<file path="config.mk">
export PLATFORM = sky130hd
export DESIGN_NAME = serializer_id_reset_lane_config
export DESIGN_NICKNAME = d
export VERILOG_FILES = /design/src/serializer_regs_pkg.sv /design/src/serializer_id_reset_lane_config.sv
export SDC_FILE = /design/constraint.sdc
export NUM_CORES = 1
export LEC_CHECK = 0
export BUFFER_PORTS_ARGS = -buffer_cell sky130_fd_sc_hd__buf_2
export CORE_ASPECT_RATIO = 0.9
export CORE_MARGIN = 2
export CORE_UTILIZATION = 49
export DETAILED_ROUTE_END_ITERATION = 12
export GPL_ROUTABILITY_DRIVEN = 0
export PLACE_DENSITY_LB_ADDON = 0.12
export REMOVE_ABC_BUFFERS = 1
export SLEW_MARGIN = 10
export SYNTH_ARGS = -nofsm -noshare
export SYNTH_HDL_FRONTEND = slang
export SYNTH_SLANG_ARGS = --single-unit
</file>
<file path="constraint.sdc">
create_clock -name clk_sys -period 1.5 [get_ports clk_sys]
set_clock_uncertainty 0.15 [all_clocks]
set_input_delay 0.075 -clock clk_sys [delete_from_list [all_inputs] [get_ports clk_sys]]
set_output_delay 0.075 -clock clk_sys [all_outputs]
set_load 0.05 [all_outputs]
</file>
<file path="src/serializer_regs_pkg.sv">
package serializer_regs_pkg;
    // register offsets on the control bus
    localparam logic [7:0] ADDR_BUS_ADDRESS   = 8'h00;
    localparam logic [7:0] ADDR_RESET_CONTROL = 8'h01;
    localparam logic [7:0] ADDR_LANE_MAPPING  = 8'h02;
    localparam logic [7:0] ADDR_GENERAL_CFG   = 8'h03;
    // bus_address fields
    localparam int SOURCE_SELECT_BIT = 0;
    // reset_control fields
    localparam int DSI_HOLD_BIT      = 3;
    localparam int DSI_PULSE_BIT     = 2;
    localparam int CORE_REGS_BIT     = 1;
    localparam int CORE_KEEP_BIT     = 0;
    // lane_mapping_config fields
    localparam int P1_CLK_SWAP_BIT   = 6;
    localparam int P1_DATA_SWAP_BIT  = 5;
    localparam int P1_FLIP_BIT       = 4;
    localparam int P0_CLK_SWAP_BIT   = 2;
    localparam int P0_DATA_SWAP_BIT  = 1;
    localparam int P0_FLIP_BIT       = 0;
    localparam logic [7:0] LANE_MAPPING_MASK  = 8'h77;
    // reset values
    localparam logic [7:0] LANE_MAPPING_RESET = 8'h00;
    localparam logic [7:0] GENERAL_CFG_RESET  = 8'h92;
    // pulse widths
    localparam int  CLK_PERIOD_NS     = 25;
    localparam int  DSI_PULSE_NS      = 100;
    localparam int  DSI_PULSE_CYCLES  =
        (DSI_PULSE_NS + CLK_PERIOD_NS - 1) / CLK_PERIOD_NS;
    localparam int  CORE_PULSE_CYCLES = 4;
endpackage

</file>
<file path="src/serializer_id_reset_lane_config.sv">
`timescale 1ns/10ps
// Functional notes
// - Address bits 7:1 hold the 7-bit target address, strap default.
// - Second-port enable: port-1 address defaults to strap plus one.
// - Bit 0 picks address source: 0 strap pin, 1 programmed field.
// - Reset bit 3 holds DSI reset while 1; strapped, not self-clearing.
// - Writing 1 to reset bit 2 gives the DSI receiver a short pulse.
// - Reset bit 1 resets the core including registers, then clears.
// - Reset bit 0 resets the core, keeps registers except the strap fields (reloaded), then clears.
// - Lane bit 6 swaps port 1 clock lane P and N.
// - Lane bit 5 swaps port 1 data lanes P and N.
// - Lane bit 4 reverses port 1 lane order.
// - Lane bit 2 swaps port 0 clock lane P and N.
// - Lane bit 1 swaps port 0 data lanes P and N.
// - Lane bit 0 reverses port 0 lane order.
module serializer_id_reset_lane_config #(
    parameter int LANES = 4
) (
    // clock and reset
    input  wire logic             clk_sys,
    input  wire logic             rst,
    // straps; address and mode pins load on strap reload, address pin and second-port enable are also used every cycle
    input  wire logic [6:0]       addressStrapPin,
    input  wire logic             modeStrapPinOne,
    input  wire logic             secondPortBusEnable,
    // register port
    input  wire logic [7:0]       regAddr,
    input  wire logic [7:0]       regWriteData,
    input  wire logic             regWrite,
    output logic      [7:0]       regReadData,
    // address outputs
    output logic      [6:0]       targetAddress,
    output logic      [6:0]       port1TargetAddress,
    // reset outputs
    output logic                  dsiReset,
    output logic                  coreReset,
    // lane mapping outputs
    output logic                  port0ClockPolaritySwap,
    output logic                  port0DataPolaritySwap,
    output logic      [LANES-1:0] port0LaneSelect0,
    output logic                  port1ClockPolaritySwap,
    output logic                  port1DataPolaritySwap,
    output logic                  port0LaneOrderFlip,
    output logic                  port1LaneOrderFlip
);
    logic [6:0] targetAddressField;
    logic       addressSourceSelect;
    logic       dsiHold;
    logic [7:0] laneMapping;
    logic [7:0] generalConfig;
    logic [7:0] dsiCount;
    logic [7:0] coreCount;
    logic       coreRegsReset;
    logic       strapReload;
    logic       fullReset;
    logic       wrAddress;
    logic       wrReset;

    assign wrAddress   = regWrite
        && regAddr == serializer_regs_pkg::ADDR_BUS_ADDRESS;
    assign wrReset     = regWrite
        && regAddr == serializer_regs_pkg::ADDR_RESET_CONTROL;
    assign fullReset   = rst || coreRegsReset;
    assign strapReload = fullReset || (coreCount != 8'h00);

    // address register; strap fields reload on any core reset
    always_ff @(posedge clk_sys)
    begin
        if (strapReload)
        begin
            targetAddressField <= addressStrapPin;
        end
        else if (wrAddress)
        begin
            targetAddressField <= regWriteData[7:1];
        end
    end

    always_ff @(posedge clk_sys)
    begin
        if (fullReset)
        begin
            addressSourceSelect <= 1'b0;
        end
        else if (wrAddress)
        begin
            addressSourceSelect <=
                regWriteData[serializer_regs_pkg::SOURCE_SELECT_BIT];
        end
    end

    always_ff @(posedge clk_sys)
    begin
        if (fullReset)
        begin
            targetAddress      <= 7'h00;
            port1TargetAddress <= 7'h00;
        end
        else
        begin
            targetAddress <= addressSourceSelect ? targetAddressField
                                                 : addressStrapPin;
            if (addressSourceSelect)
            begin
                // field is assumed even so port 1 lands on field plus one
                port1TargetAddress <= targetAddressField + 7'h01;
            end
            else if (secondPortBusEnable)
            begin
                port1TargetAddress <= addressStrapPin + 7'h01;
            end
            else
            begin
                port1TargetAddress <= addressStrapPin;
            end
        end
    end

    // held DSI reset, strapped from the mode pin
    always_ff @(posedge clk_sys)
    begin
        if (strapReload)
        begin
            dsiHold <= modeStrapPinOne;
        end
        else if (wrReset)
        begin
            dsiHold <=
                regWriteData[serializer_regs_pkg::DSI_HOLD_BIT];
        end
    end

    // short DSI pulse counter
    always_ff @(posedge clk_sys)
    begin
        if (fullReset)
        begin
            dsiCount <= 8'h00;
        end
        else if (wrReset && regWriteData[serializer_regs_pkg::DSI_PULSE_BIT])
        begin
            dsiCount <= 8'(serializer_regs_pkg::DSI_PULSE_CYCLES);
        end
        else if (dsiCount != 8'h00)
        begin
            dsiCount <= dsiCount - 8'h01;
        end
    end

    always_ff @(posedge clk_sys)
    begin
        if (rst)
        begin
            dsiReset <= 1'b0;
        end
        else
        begin
            dsiReset <= dsiHold || (dsiCount != 8'h00);
        end
    end

    // core reset: register-clearing variant is a one-cycle internal pulse
    always_ff @(posedge clk_sys)
    begin
        if (rst)
        begin
            coreRegsReset <= 1'b0;
        end
        else
        begin
            coreRegsReset <= wrReset
                && regWriteData[serializer_regs_pkg::CORE_REGS_BIT];
        end
    end

    always_ff @(posedge clk_sys)
    begin
        if (rst)
        begin
            coreCount <= 8'h00;
        end
        else if (wrReset && (regWriteData[serializer_regs_pkg::CORE_KEEP_BIT]
                 || regWriteData[serializer_regs_pkg::CORE_REGS_BIT]))
        begin
            coreCount <=
                8'(serializer_regs_pkg::CORE_PULSE_CYCLES);
        end
        else if (coreCount != 8'h00)
        begin
            coreCount <= coreCount - 8'h01;
        end
    end

    always_ff @(posedge clk_sys)
    begin
        if (rst)
        begin
            coreReset <= 1'b0;
        end
        else
        begin
            coreReset <= coreCount != 8'h00;
        end
    end

    // lane mapping and general config; kept across the keep-registers reset
    always_ff @(posedge clk_sys)
    begin
        if (fullReset)
        begin
            laneMapping   <= serializer_regs_pkg::LANE_MAPPING_RESET;
            generalConfig <= serializer_regs_pkg::GENERAL_CFG_RESET;
        end
        else if (regWrite)
        begin
            if (regAddr == serializer_regs_pkg::ADDR_LANE_MAPPING)
            begin
                laneMapping <= regWriteData
                    & serializer_regs_pkg::LANE_MAPPING_MASK;
            end
            if (regAddr == serializer_regs_pkg::ADDR_GENERAL_CFG)
            begin
                generalConfig <= regWriteData;
            end
        end
    end

    // lane 0 source per port-0 internal lane: one-hot pick of input lane
    genvar lane;
    generate
        for (lane = 0; lane < LANES; lane++)
        begin : g_lane
            always_ff @(posedge clk_sys)
            begin
                if (rst)
                begin
                    port0LaneSelect0[lane] <= 1'b0;
                end
                else
                begin
                    port0LaneSelect0[lane] <= laneMapping[
                        serializer_regs_pkg::P0_FLIP_BIT]
                        ? (lane == LANES - 1) : (lane == 0);
                end
            end
        end
    endgenerate

    always_ff @(posedge clk_sys)
    begin
        if (rst)
        begin
            port0ClockPolaritySwap <= 1'b0;
            port0DataPolaritySwap  <= 1'b0;
            port0LaneOrderFlip     <= 1'b0;
            port1ClockPolaritySwap <= 1'b0;
            port1DataPolaritySwap  <= 1'b0;
            port1LaneOrderFlip     <= 1'b0;
        end
        else
        begin
            port0ClockPolaritySwap <=
                laneMapping[serializer_regs_pkg::P0_CLK_SWAP_BIT];
            port0DataPolaritySwap  <=
                laneMapping[serializer_regs_pkg::P0_DATA_SWAP_BIT];
            port0LaneOrderFlip     <=
                laneMapping[serializer_regs_pkg::P0_FLIP_BIT];
            port1ClockPolaritySwap <=
                laneMapping[serializer_regs_pkg::P1_CLK_SWAP_BIT];
            port1DataPolaritySwap  <=
                laneMapping[serializer_regs_pkg::P1_DATA_SWAP_BIT];
            port1LaneOrderFlip     <=
                laneMapping[serializer_regs_pkg::P1_FLIP_BIT];
        end
    end

    // registered read path; self-clearing bits always read 0
    always_ff @(posedge clk_sys)
    begin
        if (rst)
        begin
            regReadData <= 8'h00;
        end
        else
        begin
            unique case (regAddr)
                serializer_regs_pkg::ADDR_BUS_ADDRESS:
                    regReadData <= {targetAddressField, addressSourceSelect};
                serializer_regs_pkg::ADDR_RESET_CONTROL:
                    regReadData <= {4'h0, dsiHold, 3'h0};
                serializer_regs_pkg::ADDR_LANE_MAPPING:
                    regReadData <= laneMapping;
                serializer_regs_pkg::ADDR_GENERAL_CFG:
                    regReadData <= generalConfig;
                default:
                    regReadData <= 8'h00;
            endcase
        end
    end

    pulse_length_a: assert property (@(posedge clk_sys) disable iff (rst)
        wrReset && regWriteData[2] && !dsiHold
        |=> ##1 dsiReset [*4] ##1 !dsiReset)
        else $error("dsi pulse length wrong");
    hold_level_a: assert property (@(posedge clk_sys) disable iff (rst)
        dsiHold |=> dsiReset)
        else $error("dsi hold not applied");
    core_pulse_a: assert property (@(posedge clk_sys) disable iff (rst)
        wrReset && regWriteData[0] |=> ##1 coreReset [*4] ##1 !coreReset)
        else $error("core reset pulse wrong");
    strap_reload_a: assert property (@(posedge clk_sys) disable iff (rst)
        coreCount != 8'h00 |=> targetAddressField == $past(addressStrapPin))
        else $error("strap not reloaded");
    regs_clear_a: assert property (@(posedge clk_sys) disable iff (rst)
        wrReset && regWriteData[1] |=> ##1 laneMapping == 8'h00)
        else $error("registers not cleared");
    reset_reads_a: assert property (@(posedge clk_sys) disable iff (rst)
        regAddr == 8'h01 |=> regReadData[2:0] == 3'h0)
        else $error("self-clearing bit read as one");
    source_select_a: assert property (@(posedge clk_sys) disable iff (rst)
        addressSourceSelect && !strapReload
        |=> targetAddress == $past(targetAddressField))
        else $error("programmed address not used");
    port1_addr_a: assert property (@(posedge clk_sys) disable iff (rst)
        !addressSourceSelect && secondPortBusEnable && !fullReset
        |=> port1TargetAddress == $past(addressStrapPin) + 7'h01)
        else $error("port1 address not strap plus one");
    lane_swap_a: assert property (@(posedge clk_sys) disable iff (rst)
        laneMapping[6] && laneMapping[4] |=> port1ClockPolaritySwap
        && port1LaneOrderFlip)
        else $error("port1 mapping not applied");
endmodule

</file>
Word-level counts from Yosys, hierarchy flattened. Index checks and enable logic that the tools add are counted.

Add/subtract/negate cells: 4. Equal/unequal tests: 3. Muxes and demuxes: 14. Reduce and logical (&&, ||, !) cells: 20.

Operators with widths (number): $mux W7 (5); $pmux W8 S4 (1); $eq A8 B2 Y1 const B (2); $reduce_bool A8 Y1 (2); $sub A8 B1 Y8 const B (2); $add A7 B1 Y7 const B (2); $mux W3 (4); $eq A8 B1 Y1 const B (1); $logic_not A8 Y1 (1); $reduce_bool A2 Y1 (4); $logic_and A1 B1 Y1 (5); $logic_or A1 B1 Y1 (4); $mux W1 (4); $reduce_and A2 Y1 (2); $reduce_or A2 Y1 (2).

Flip-flop bits (word level): 72. Output and inout port bits: 34. Word-level logic and storage cells: 64.

Longest topological paths before layout. Gate-level depths: netlist of run 1.

Depth in word-level cells: 4. Gate-level depth with buffers: 6. Depth with buffers taken out: 6.

Worst setup path before layout of run 1. Ideal clock, no wire load.

Path kind: register to register. Start: register coreCount[3]. End: register dsiHold (data pin). Setup time: 0.260 ns. Arrival time: 1.260 ns. Data required time: 1.090 ns. Slack: -0.170 ns. Cell stages (with the launch flop): 4. Buffers on the path: 0. Clock period less this slack: 1.670 ns. Path through: dfxtp_1 -> nor4_4 -> nand4_2 -> mux2_2.

Word-level cells in the longest chain between the ends: 3.

Ends and longest elaborated chain: from (decl) (line serializer_id_reset_lane_config.sv:52) `logic [7:0] coreCount;`; from (signal assigned) (line serializer_id_reset_lane_config.sv:185) `coreCount <=`; from (signal assigned) (line serializer_id_reset_lane_config.sv:190) `coreCount <= coreCount - 8'h01;`; $reduce_bool A8 Y1 (line serializer_id_reset_lane_config.sv:64) `assign strapReload = fullReset || (coreCount != 8'h00);`; $logic_or A1 B1 Y1 (line serializer_id_reset_lane_config.sv:64); $mux W1 (line serializer_id_reset_lane_config.sv:122) `if (strapReload)`; to (signal assigned) (line serializer_id_reset_lane_config.sv:124) `dsiHold <= modeStrapPinOne;`; to (signal assigned) (line serializer_id_reset_lane_config.sv:128) `dsiHold <=`; to (decl) (line serializer_id_reset_lane_config.sv:48) `logic dsiHold;`.

No other way between the ends. A chain may end at the register's enable or synchronous reset.

Worst setup path after layout of run 1.
Start: register coreCount[3]. End: register targetAddressField[6] (data pin).

Word-level cells in the longest chain between the ends: 3.

Ends and longest elaborated chain: $reduce_bool A8 Y1 (line serializer_id_reset_lane_config.sv:64); $logic_or A1 B1 Y1 (line serializer_id_reset_lane_config.sv:64); $mux W7 (line serializer_id_reset_lane_config.sv:69) `if (strapReload)`; to (signal assigned) (line serializer_id_reset_lane_config.sv:71) `targetAddressField <= addressStrapPin;`; to (signal assigned) (line serializer_id_reset_lane_config.sv:75) `targetAddressField <= regWriteData[7:1];`; to (decl) (line serializer_id_reset_lane_config.sv:46) `logic [6:0] targetAddressField;`.

No other way between the ends.

==> results of run 1 <==
-- layout make-up --
cell class	instances	share of cell area [%]
inverter	4	0.359
sequential	71	36.0
multi-input combinational	226	38.3
timing repair buffer	117	19.5
clock buffer	11	3.14
tap	72	2.16
clock inverter	5	0.599
-- placed cells by master, fill, tap and decap left out, types with 5 or more instances in the layout --
cell and n:
a21oi_1 10, buf_2 58, buf_4 35, clkbuf_8 9, clkinv_2 5, dfxtp_1 62
dlygate4sd3_1 21, edfxtp_1 8, mux2_2 9, mux2i_1 20, nand2_1 14, nand3_1 11
nor2_1 65, nor2b_1 7, nor3_1 7, xnor2_1 14, xor2_1 6
-- power by group --
part | total [mW] | leakage [nW] | internal (mW) | switching [mW]
clock network | 1.26 | 0.0866 | 0.586 | 0.676
registers | 2.56 | 0.600 | 2.28 | 0.271
logic | 2.74 | 1.14 | 1.35 | 1.39
-- Yosys cell counts, types with 3 or more instances --
cell | count | share of area (%)
nor2_1 | 67 | 8.2
dfxtp_1 | 63 | 41
mux2i_1 | 20 | 6.5
nand2_1 | 15 | 1.8
xnor2_1 | 14 | 4.0
nand3_1 | 12 | 2.0
a21oi_1 | 10 | 1.6
mux2_2 | 9 | 3.3
nor3_1 | 9 | 1.5
edfxtp_1 | 8 | 7.8
nor2b_1 | 7 | 1.4
xor2_1 | 7 | 2.0
a211oi_1 | 6 | 1.5
clkbuf_1 | 6 | 0.73
ha_1 | 6 | 2.4
nand2b_1 | 5 | 1.0
inv_1 | 4 | 0.49
o21ai_2 | 4 | 1.1
buf_2 | 3 | 0.49
buf_4 | 3 | 0.73
nor4_1 | 3 | 0.61
o21ai_0 | 3 | 0.49
-- path summary, 6_finish.rpt --
| kind | cells after the start | start | to |
|---|---|---|---|
| max | 3 | coreCount[3] | targetAddressField[6] |
| min | 3 | rst | dsiCount[2] |
| max reg2reg | 3 | coreCount[3] | targetAddressField[6] |
| min reg2reg | 1 | laneMapping[0] | port0LaneSelect0[0] |
-- kinds of logic (layout without fill, tap and decap cells) --
| family | Yosys count | in the layout | share of synthesized area [%] |
|---|---|---|---|
| buf+inv | 18 | 137 | 2.93 |
| mux | 29 | 29 | 9.82 |
| flops | 71 | 71 | 48.9 |
| compound gates | 33 | 33 | 7.49 |
| other cells | 1 | 2 | 0.122 |
| fa+ha+maj | 6 | 6 | 2.44 |
| simple gates | 135 | 135 | 22.3 |
| xor+xnor | 21 | 21 | 5.99 |
-- metal layers --
layer | share of wire (%) | up-vias
met1 | 46 | 1189
met4 | 1.4 | 0
met5 | 0 | -
met3 | 4.8 | 10
li1 | - | 1309
met2 | 47 | 61
-- state kept, by name, indices dropped and copies added, names as in the netlist, 2 cells and up --
register            flops
targetAddress           7
regReadData             8
port0LaneSelect0        2
dsiCount                8
targetAddressField      7
port1TargetAddress      7
laneMapping             6
coreCount               8
generalConfig           8
-- worst min-delay path, cell delays in order --
cell	delay (ns)
buf_2	0.12
or2_4	0.16
o221ai_1	0.10
-- what timing repair did --
action,in CTS,in global routing
resized for setup,7,19
hold endpoints to repair,48,0
setup endpoints to repair,19,33
pin swaps,7,7
hold buffers,21,0
setup buffers,1,1
==> results.md, run 1 <==
- Asr flop ratio synth: 0%
- CTS Buffer Depth: 2
- I/O pin cnt: 62
- WP data arrival: 1.63 ns
- Hold Crit Class: input port to flop
- Hold slack final: 0.0245 ns
- Fin util: 68.7%
- Vias in the first global route: 2397
- DR iter-0 viols: 99
- Flops & latches, synth: 71
- Post-synthesis cell count: 314
- Gr ovfl total: 0
- Met3 usage: 7.48%
- Max stage delay cell, worst path: nor4_4
- Via count: 2569
- Initial Util: 50.5%
- Syn-to-layout area delta: 36.0%
- Footprint of the multi-input gates: 1600 µm²
- CP top delay family: simple AND/OR/NAND/NOR gates
- Reg2reg setup slack: -0.18 ns
- Top Usage Layer GRT: met2
- CP required: 1.44 ns
- Crit-path max FO: 8
- Fin crit share: 112%
- Initial antenna violation count: 0
- Max Cap Viol: 0
- Port Buffers: 59
- Ant diodes: 0
- GRT Overall Usage: 22.4%
- Pleak: 1.83 nW
- Final #Nets: 463
- Register area: 1500 µm²
- Critical path launch point type: flop
- Final setup vio count: 24
- Critical path class: flop to flop
- Row Count: 27
- Design Power: 6.56 mW
- DIE AREA: 6920 µm²
- DRC: 0
- Worst setup EP type: flop
- Htree depth: 3
- Cell Area, Placed: 3670 µm²
- Final WL: 7190 µm
- Syn Area/Cell: 9.78 µm²
- Core area: 6080 µm²
- Root buf cell: clkbuf_8
- Design area: 4180 µm²
- GR Util met1: 30.4%
- Largest net degree at the start of global routing: 27
- First-pass GRT wire length: 11700 µm
- Final critical-path required period: 1.68 ns
- Status: complete, but fails checks
- Placed Cells: 467
- Final hold vios: 0
- Critical Path Max Stage Delay: 0.38 ns
- Fill cell count: 526
- WL/cell: 14.2 µm
- Setup ws final: -0.185 ns
- Mapped cell area: 3070 µm²
- DIE WIDTH: 87.5 µm
- Fmax: 594 MHz
- Final Max Tran Viols: 0
- Num CTS Buffers: 9
- Number of synthesized flops with an enable pin: 8
- Worst skew pair latency: 0.34 ns
- CTS tree: done
- Die H: 79.1 µm
- Total negative slack: -2.42 ns
- Netlist cell types: 46
- Peak supply drop: 0.000935 V
- Critical-path cell list: nor4_4 -> nand4_4 -> mux2_2
- Sequential fraction of the synthesis area: 48.9%
- Worst Path Buf+Inv: 0
- Grt met2 use: 33.8%
- Vias/cell: 5.08
- Worst-path clk slew: 0.07 ns
- Ys flop type: dfxtp_1
- Final std cells w/o fill: 506
- Routed Antenna Nets: 0
- Failing checks: negative setup slack
- Pwr dens: 1570 nW/µm²
- Detailed Routing Iterations Pass 1: 4
- RSZ-0062 raised after global routing: yes
- CTS Sinks: 71
- Yosys warns: 0
- Share of cells above drive strength 1: 34.6%
- Pre-CTS WS: -0.209 ns
- Final HPWL DP: 4970 µm
(Power assumes the default switching activity.)
==> run 2: changes to the inputs <==
ABC_AREA = 1   (was unset)
CORE_UTILIZATION = 50   (was 49)
==> run 2 against run 1 <==
Effect of this change:
- the flow now finishes without violations
- design area up 3.6%
- worst hold slack better by 0.020 ns
- worst setup slack better by 0.19 ns
- die area up 4.6%
- register-to-register slack better by 0.19 ns
- first-iteration DRC count up 110%
- utilization down 1.9 points
- synthesized cell count up 46%
- critical path depth up 5
- clock power up 31%
- critical path type unchanged
==> results.md, run 2 <==
- Cell mode on critical path: inv_2
- Ys flop type: dfxtp_1
- Asr flop ratio synth: 0%
- Final Max Tran Viols: 0
- Pwr dens: 1510 nW/µm²
- Setup ws final: 0.00736 ns
- Max stage delay cell, worst path: dfxtp_2
- Final critical-path required period: 1.49 ns
- Max Cap Viol: 0
- Ranking of synthesized cells by area: dfxtp_1, nand2_1, nand3_1
- P_sw: 2.35 mW
- DIE WIDTH: 89.5 µm
- Syn-to-layout area delta: 31.7%
- Ant diodes: 0
- Num CTS Buffers: 9
- Final hold vios: 0
- Routed Antenna Nets: 0
- Top cell type's share of synthesized area: 38.4%
- Number of synthesized flops with an enable pin: 8
- Vias/cell: 4.80
- Share of cells above drive strength 1: 23.0%
- Core area: 6480 µm²
- Fmax: 670 MHz
- DRC: 0
- Status: finished, final reports clean
- Flops & latches, synth: 71
- WP data arrival: 1.44 ns
- Netlist cell types: 27
- DR iter-0 viols: 205
- Fin crit share: 99.5%
- Clock power share: 25.2%
- Crit-path max FO: 3
- Final WL: 7920 µm
- Fill cell count: 560
- Die H: 80.9 µm
- Pre-CTS WS: -0.121 ns
- Footprint of the multi-input gates: 1570 µm²
- Yosys top cell by area: dfxtp_1
- Post-synthesis cell count: 458
- Final std cells w/o fill: 655
- Yosys warns: 0
- Design Power: 6.54 mW
- RSZ-0062 raised after global routing: yes
- Critical Path Max Stage Delay: 0.33 ns
- CTS Buffer Depth: 2
- Critical path class: flop to flop
- CTS Sinks: 71
- Hold Crit Class: input port to flop
- Peak supply drop: 0.000651 V
- First-pass GRT wire length: 12500 µm
- Initial Util: 50.7%
- Design area: 4330 µm²
- Placed Cells: 616
- Largest net degree at the start of global routing: 18
- Worst setup EP type: flop
- Most frequent cell after synthesis: nand2_1
- Register area: 1500 µm²
- Pleak: 2.18 nW
- P_int: 4.19 mW
- Power share of the combinational group: 36.7%
- Final HPWL DP: 5850 µm
- Commonest cells in the netlist: nand2_1, nor2_1, dfxtp_1, inv_1, nand3_1
- Critical-path cell list: inv_2 -> ha_4 -> nand3_4 -> nor2_4 -> nand2_4 -> inv_2 -> buf_6 -> o21ai_0
- Vias in the first global route: 2857
- Root buf cell: clkbuf_8
- CP required: 1.45 ns
- CTS tree: done
- Mapped cell area: 3290 µm²
- Seq pwr share: 38.2%
- Worst skew pair latency: 0.35 ns
- Via count: 3146
- Critical path launch point type: flop
- Switching portion of total power: 36.0%
- Sequential fraction of the synthesis area: 45.7%
- Final #Nets: 594
- Final setup vio count: 0
- Detailed Routing Iterations Pass 1: 5
- Row Count: 28
- Initial antenna violation count: 0
- WL/cell: 12.1 µm
- DIE AREA: 7240 µm²
- I/O pin cnt: 62
- Most frequent cells in the layout: nand2_1, nor2_1, dfxtp_1
- Syn Area/Cell: 7.18 µm²
- Cell Area, Placed: 3790 µm²
- GRT Overall Usage: 23.0%
- Port Buffers: 59
- Worst-path clk slew: 0.07 ns
- Gr ovfl total: 0
- Total negative slack: 0 ns
- Commonest non-fill, non-tap cell in the layout: nand2_1
- Htree depth: 3
[run 2: changes by cell type in the layout (fill, tap and decap cells not counted), sizes merged, moves of 9 or more]
cell | previous run | this run
nand2 | 15 | 110
nor2 | 68 | 77
o21ai | 7 | 21
xnor2 | 14 | 1
mux2i | 20 | 0
nand3 | 13 | 54
buf | 96 | 85
a21oi | 10 | 24
inv | 4 | 61
mux2 | 9 | 0
[run 2: timing repair]
item,CTS,global route
resized for setup,6,26
hold endpoints to repair,45,0
cloned,1,0
hold buffers,20,0
setup endpoints to repair,21,25
buffers inserted,0,2
pin swaps,2,2
[run 2: final timing paths]
path	startpoint	slack, ns	end	cells after the start
worst max register to register	coreCount[1]	0.007	targetAddressField[6]	8
worst max-delay path	coreCount[1]	0.007	targetAddressField[6]	8
worst min register to register	laneMapping[4]	0.30	port1LaneOrderFlip	2
worst min-delay path	regAddr[0]	0.04	regReadData[6]	6
[run 2: power groups by stage]
stage / Combinational [mW] / Sequential (mW) / Clock (mW)
after global routing: 2.70 / 2.53 / 1.76
after CTS: 2.20 / 2.48 / 1.68
final: 2.40 / 2.50 / 1.65
after detailed placement: 2.09 / 2.52 / 0
after global placement: 2.03 / 2.51 / 0
after floorplan: 1.31 / 2.62 / 0
[run 2: critical path, delay by kind of cell (launching register included)]
family | cells | cell delay (ns)
flip-flops | 1 | 0.33
AND/OR/NAND/NOR | 3 | 0.31
buffers and inverters | 3 | 0.26
adder cells (fa/ha/maj) | 1 | 0.14
AO/OA/AOI/OAI | 1 | 0.06
[run 2: layout make-up]
cell class | instances | share of cell area [%]
clock buffer | 10 | 2.95
clock inverter | 6 | 1.94
inverter | 60 | 5.20
multi-input combinational | 313 | 36.4
sequential | 71 | 34.7
tap | 90 | 2.60
timing repair buffer | 105 | 16.2
[run 2: cells by family after synthesis]
family | Yosys count | synth area share (%)
adders and majority gates | 6 | 2.28
and+or+nand+nor | 246 | 32.1
buffers and inverters | 75 | 9.40
DFF | 71 | 45.7
other | 1 | 0.114
AOI/OAI and AO/OA | 48 | 7.54
xor gates and xnor gates | 11 | 2.93
[run 2: metal layers]
metal | share of wire (%) | GRT usage [%] | vias up
li1 | - | - | 1644
met1 | 45 | 28.8 | 1409
met2 | 48 | 38.1 | 83
met3 | 5.5 | 6.91 | 10
met4 | 1.2 | 6.72 | 0
met5 | 0 | 0 | -
[run 2: per-stage QoR]
stage                     util [%]  hold WS, ns
after global routing          66.8       0.0882
after CTS                     65.2       0.0290
final                         66.8       0.0450
after global placement        58.4        0.153
after detailed placement      58.4        0.157
after floorplan                  -     -0.00831
==> run 3: changes to the inputs <==
CORE_ASPECT_RATIO = 0.7   (was 0.9)
==> run 3 against run 2 <==
Effect of this change:
- the flow now finishes with violations (negative setup slack)
- final cell count fell by 1.2%
- sequential power is essentially flat
- non-clock buffer count rose by 4
- design area increased by 1.2%
- utilization is 2.6 points higher
- worst setup slack got worse by 0.0093 ns
- fmax shrank 0.62%
- critical path depth stayed put
- critical endpoint unchanged
- via count is 2.7% higher
- first-iteration DRC count increased by 19%
- combinational power grew 3%
- die area grew 0.12%
==> results.md, run 3 (synthesized netlist as in run 2, its figures left out) <==
- Via count: 3230
- Pleak: 2.22 nW
- DIE AREA: 7250 µm²
- Largest net degree at the start of global routing: 18
- Failing checks: negative setup slack
- WP data arrival: 1.44 ns
- Final setup vio count: 1
- Syn-to-layout area delta: 33.2%
- Gr ovfl total: 0
- Final critical-path required period: 1.50 ns
- Worst setup EP type: flop
- Vias/cell: 4.99
- Vias in the first global route: 2874
- Worst skew pair latency: 0.35 ns
- Commonest non-fill, non-tap cell in the layout: nand2_1
- CP required: 1.44 ns
- Final #Nets: 598
- Critical-path cell list: inv_2 -> ha_4 -> nand3_4 -> nor2_4 -> nand2_4 -> inv_2 -> buf_6 -> o21ai_0
- Routed Antenna Nets: 0
- Die H: 71.8 µm
- Row Count: 24
- Final hold vios: 0
- Cell Area, Placed: 3790 µm²
- DR iter-0 viols: 243
- WL/cell: 13.4 µm
- Initial Util: 52.1%
- Critical path class: flop to flop
- Hold Crit Class: input port to flop
- Final WL: 8690 µm
- Share of cells above drive strength 1: 24.8%
- Peak supply drop: 0.00118 V
- Fin crit share: 100%
- Max Cap Viol: 0
- Port Buffers: 59
- Setup ws final: -0.00194 ns
- First-pass GRT wire length: 13900 µm
- GRT Overall Usage: 24.5%
- Worst-path clk slew: 0.08 ns
- DIE WIDTH: 101 µm
- Htree depth: 3
- Initial antenna violation count: 0
- Pwr dens: 1550 nW/µm²
- Final Max Tran Viols: 0
- Critical Path Max Stage Delay: 0.33 ns
- Most frequent cells in the layout: nand2_1, nor2_1, dfxtp_1
- Fmax: 666 MHz
- Core area: 6310 µm²
- DRC: 0
- Crit-path max FO: 4
- Ant diodes: 0
- CTS tree: done
- Num CTS Buffers: 9
- Pre-CTS WS: -0.148 ns
- Final HPWL DP: 6120 µm
- I/O pin cnt: 62
- Root buf cell: clkbuf_8
- Detailed Routing Iterations Pass 1: 5
- Cell mode on critical path: inv_2
- Design area: 4380 µm²
- CTS Sinks: 71
- CTS Buffer Depth: 2
- RSZ-0062 raised after global routing: yes
- Critical path launch point type: flop
- Placed Cells: 607
- Status: complete, but fails checks
- Max stage delay cell, worst path: dfxtp_2
- Final std cells w/o fill: 647
-- run 3: layout make-up --
class / instances / area [µm²]
fill: 531 / 1930
clock inverter: 3 / 43.8
timing repair buffer: 109 / 736
clock buffer: 13 / 201
sequential: 71 / 1500
tap: 78 / 97.6
inverter: 60 / 225
multi-input combinational: 313 / 1570
-- run 3: per-stage QoR --
stage          hold WS [ns]  util (%)  power, mW  TNS [ns]
3_3_place_gp          0.167      60.2       4.58    -0.713
4_1_cts              0.0226      68.0       6.60         0
2_1_floorplan      -0.00831         -       3.93     -3.84
3_5_place_dp          0.169      60.2       4.64     -1.91
5_1_grt              0.0664      69.4       7.23    -0.957
6_report             0.0327      69.4       6.77  -0.00194
-- run 3: timing repair --
action | in CTS | in global routing
buffers inserted | 0 | 3
gates resized for setup | 13 | 23
hold buffers | 20 | 0
hold endpoints to repair | 40 | 0
gates cloned | 1 | 0
pin swaps | 3 | 4
setup endpoints to repair | 21 | 33
-- run 3: critical path: cells and delay by family (launching register included) --
| kind | cells | cell delay, ns |
|---|---|---|
| buffers and inverters | 3 | 0.24 |
| flip-flops | 1 | 0.33 |
| adder cells (fa/ha/maj) | 1 | 0.14 |
| AO/OA/AOI/OAI | 1 | 0.07 |
| AND/OR/NAND/NOR | 3 | 0.30 |
-- run 3: routing by layer --
metal	vias up	GRT usage [%]	part of all wire (%)
met5	-	0	0
met4	0	5.11	0.40
met3	4	6.83	9.9
met2	148	35.8	44
met1	1434	36.5	46
li1	1644	-	-
-- run 3: final timing paths --
path | depth (start not counted) | slack (ns) | start | to
setup reg to reg | 8 | -0.002 | coreCount[0] | targetAddressField[6]
hold reg to reg | 2 | 0.30 | laneMapping[4] | port1LaneOrderFlip
hold / removal | 6 | 0.03 | regAddr[0] | regReadData[6]
setup / recovery | 8 | -0.002 | coreCount[0] | targetAddressField[6]
-- run 3: power by group --
part | switching [mW] | total (mW) | leakage (nW) | internal [mW]
clock | 0.728 | 1.79 | 0.126 | 1.06
sequential | 0.233 | 2.51 | 0.601 | 2.27
combinational | 1.48 | 2.47 | 1.49 | 0.994
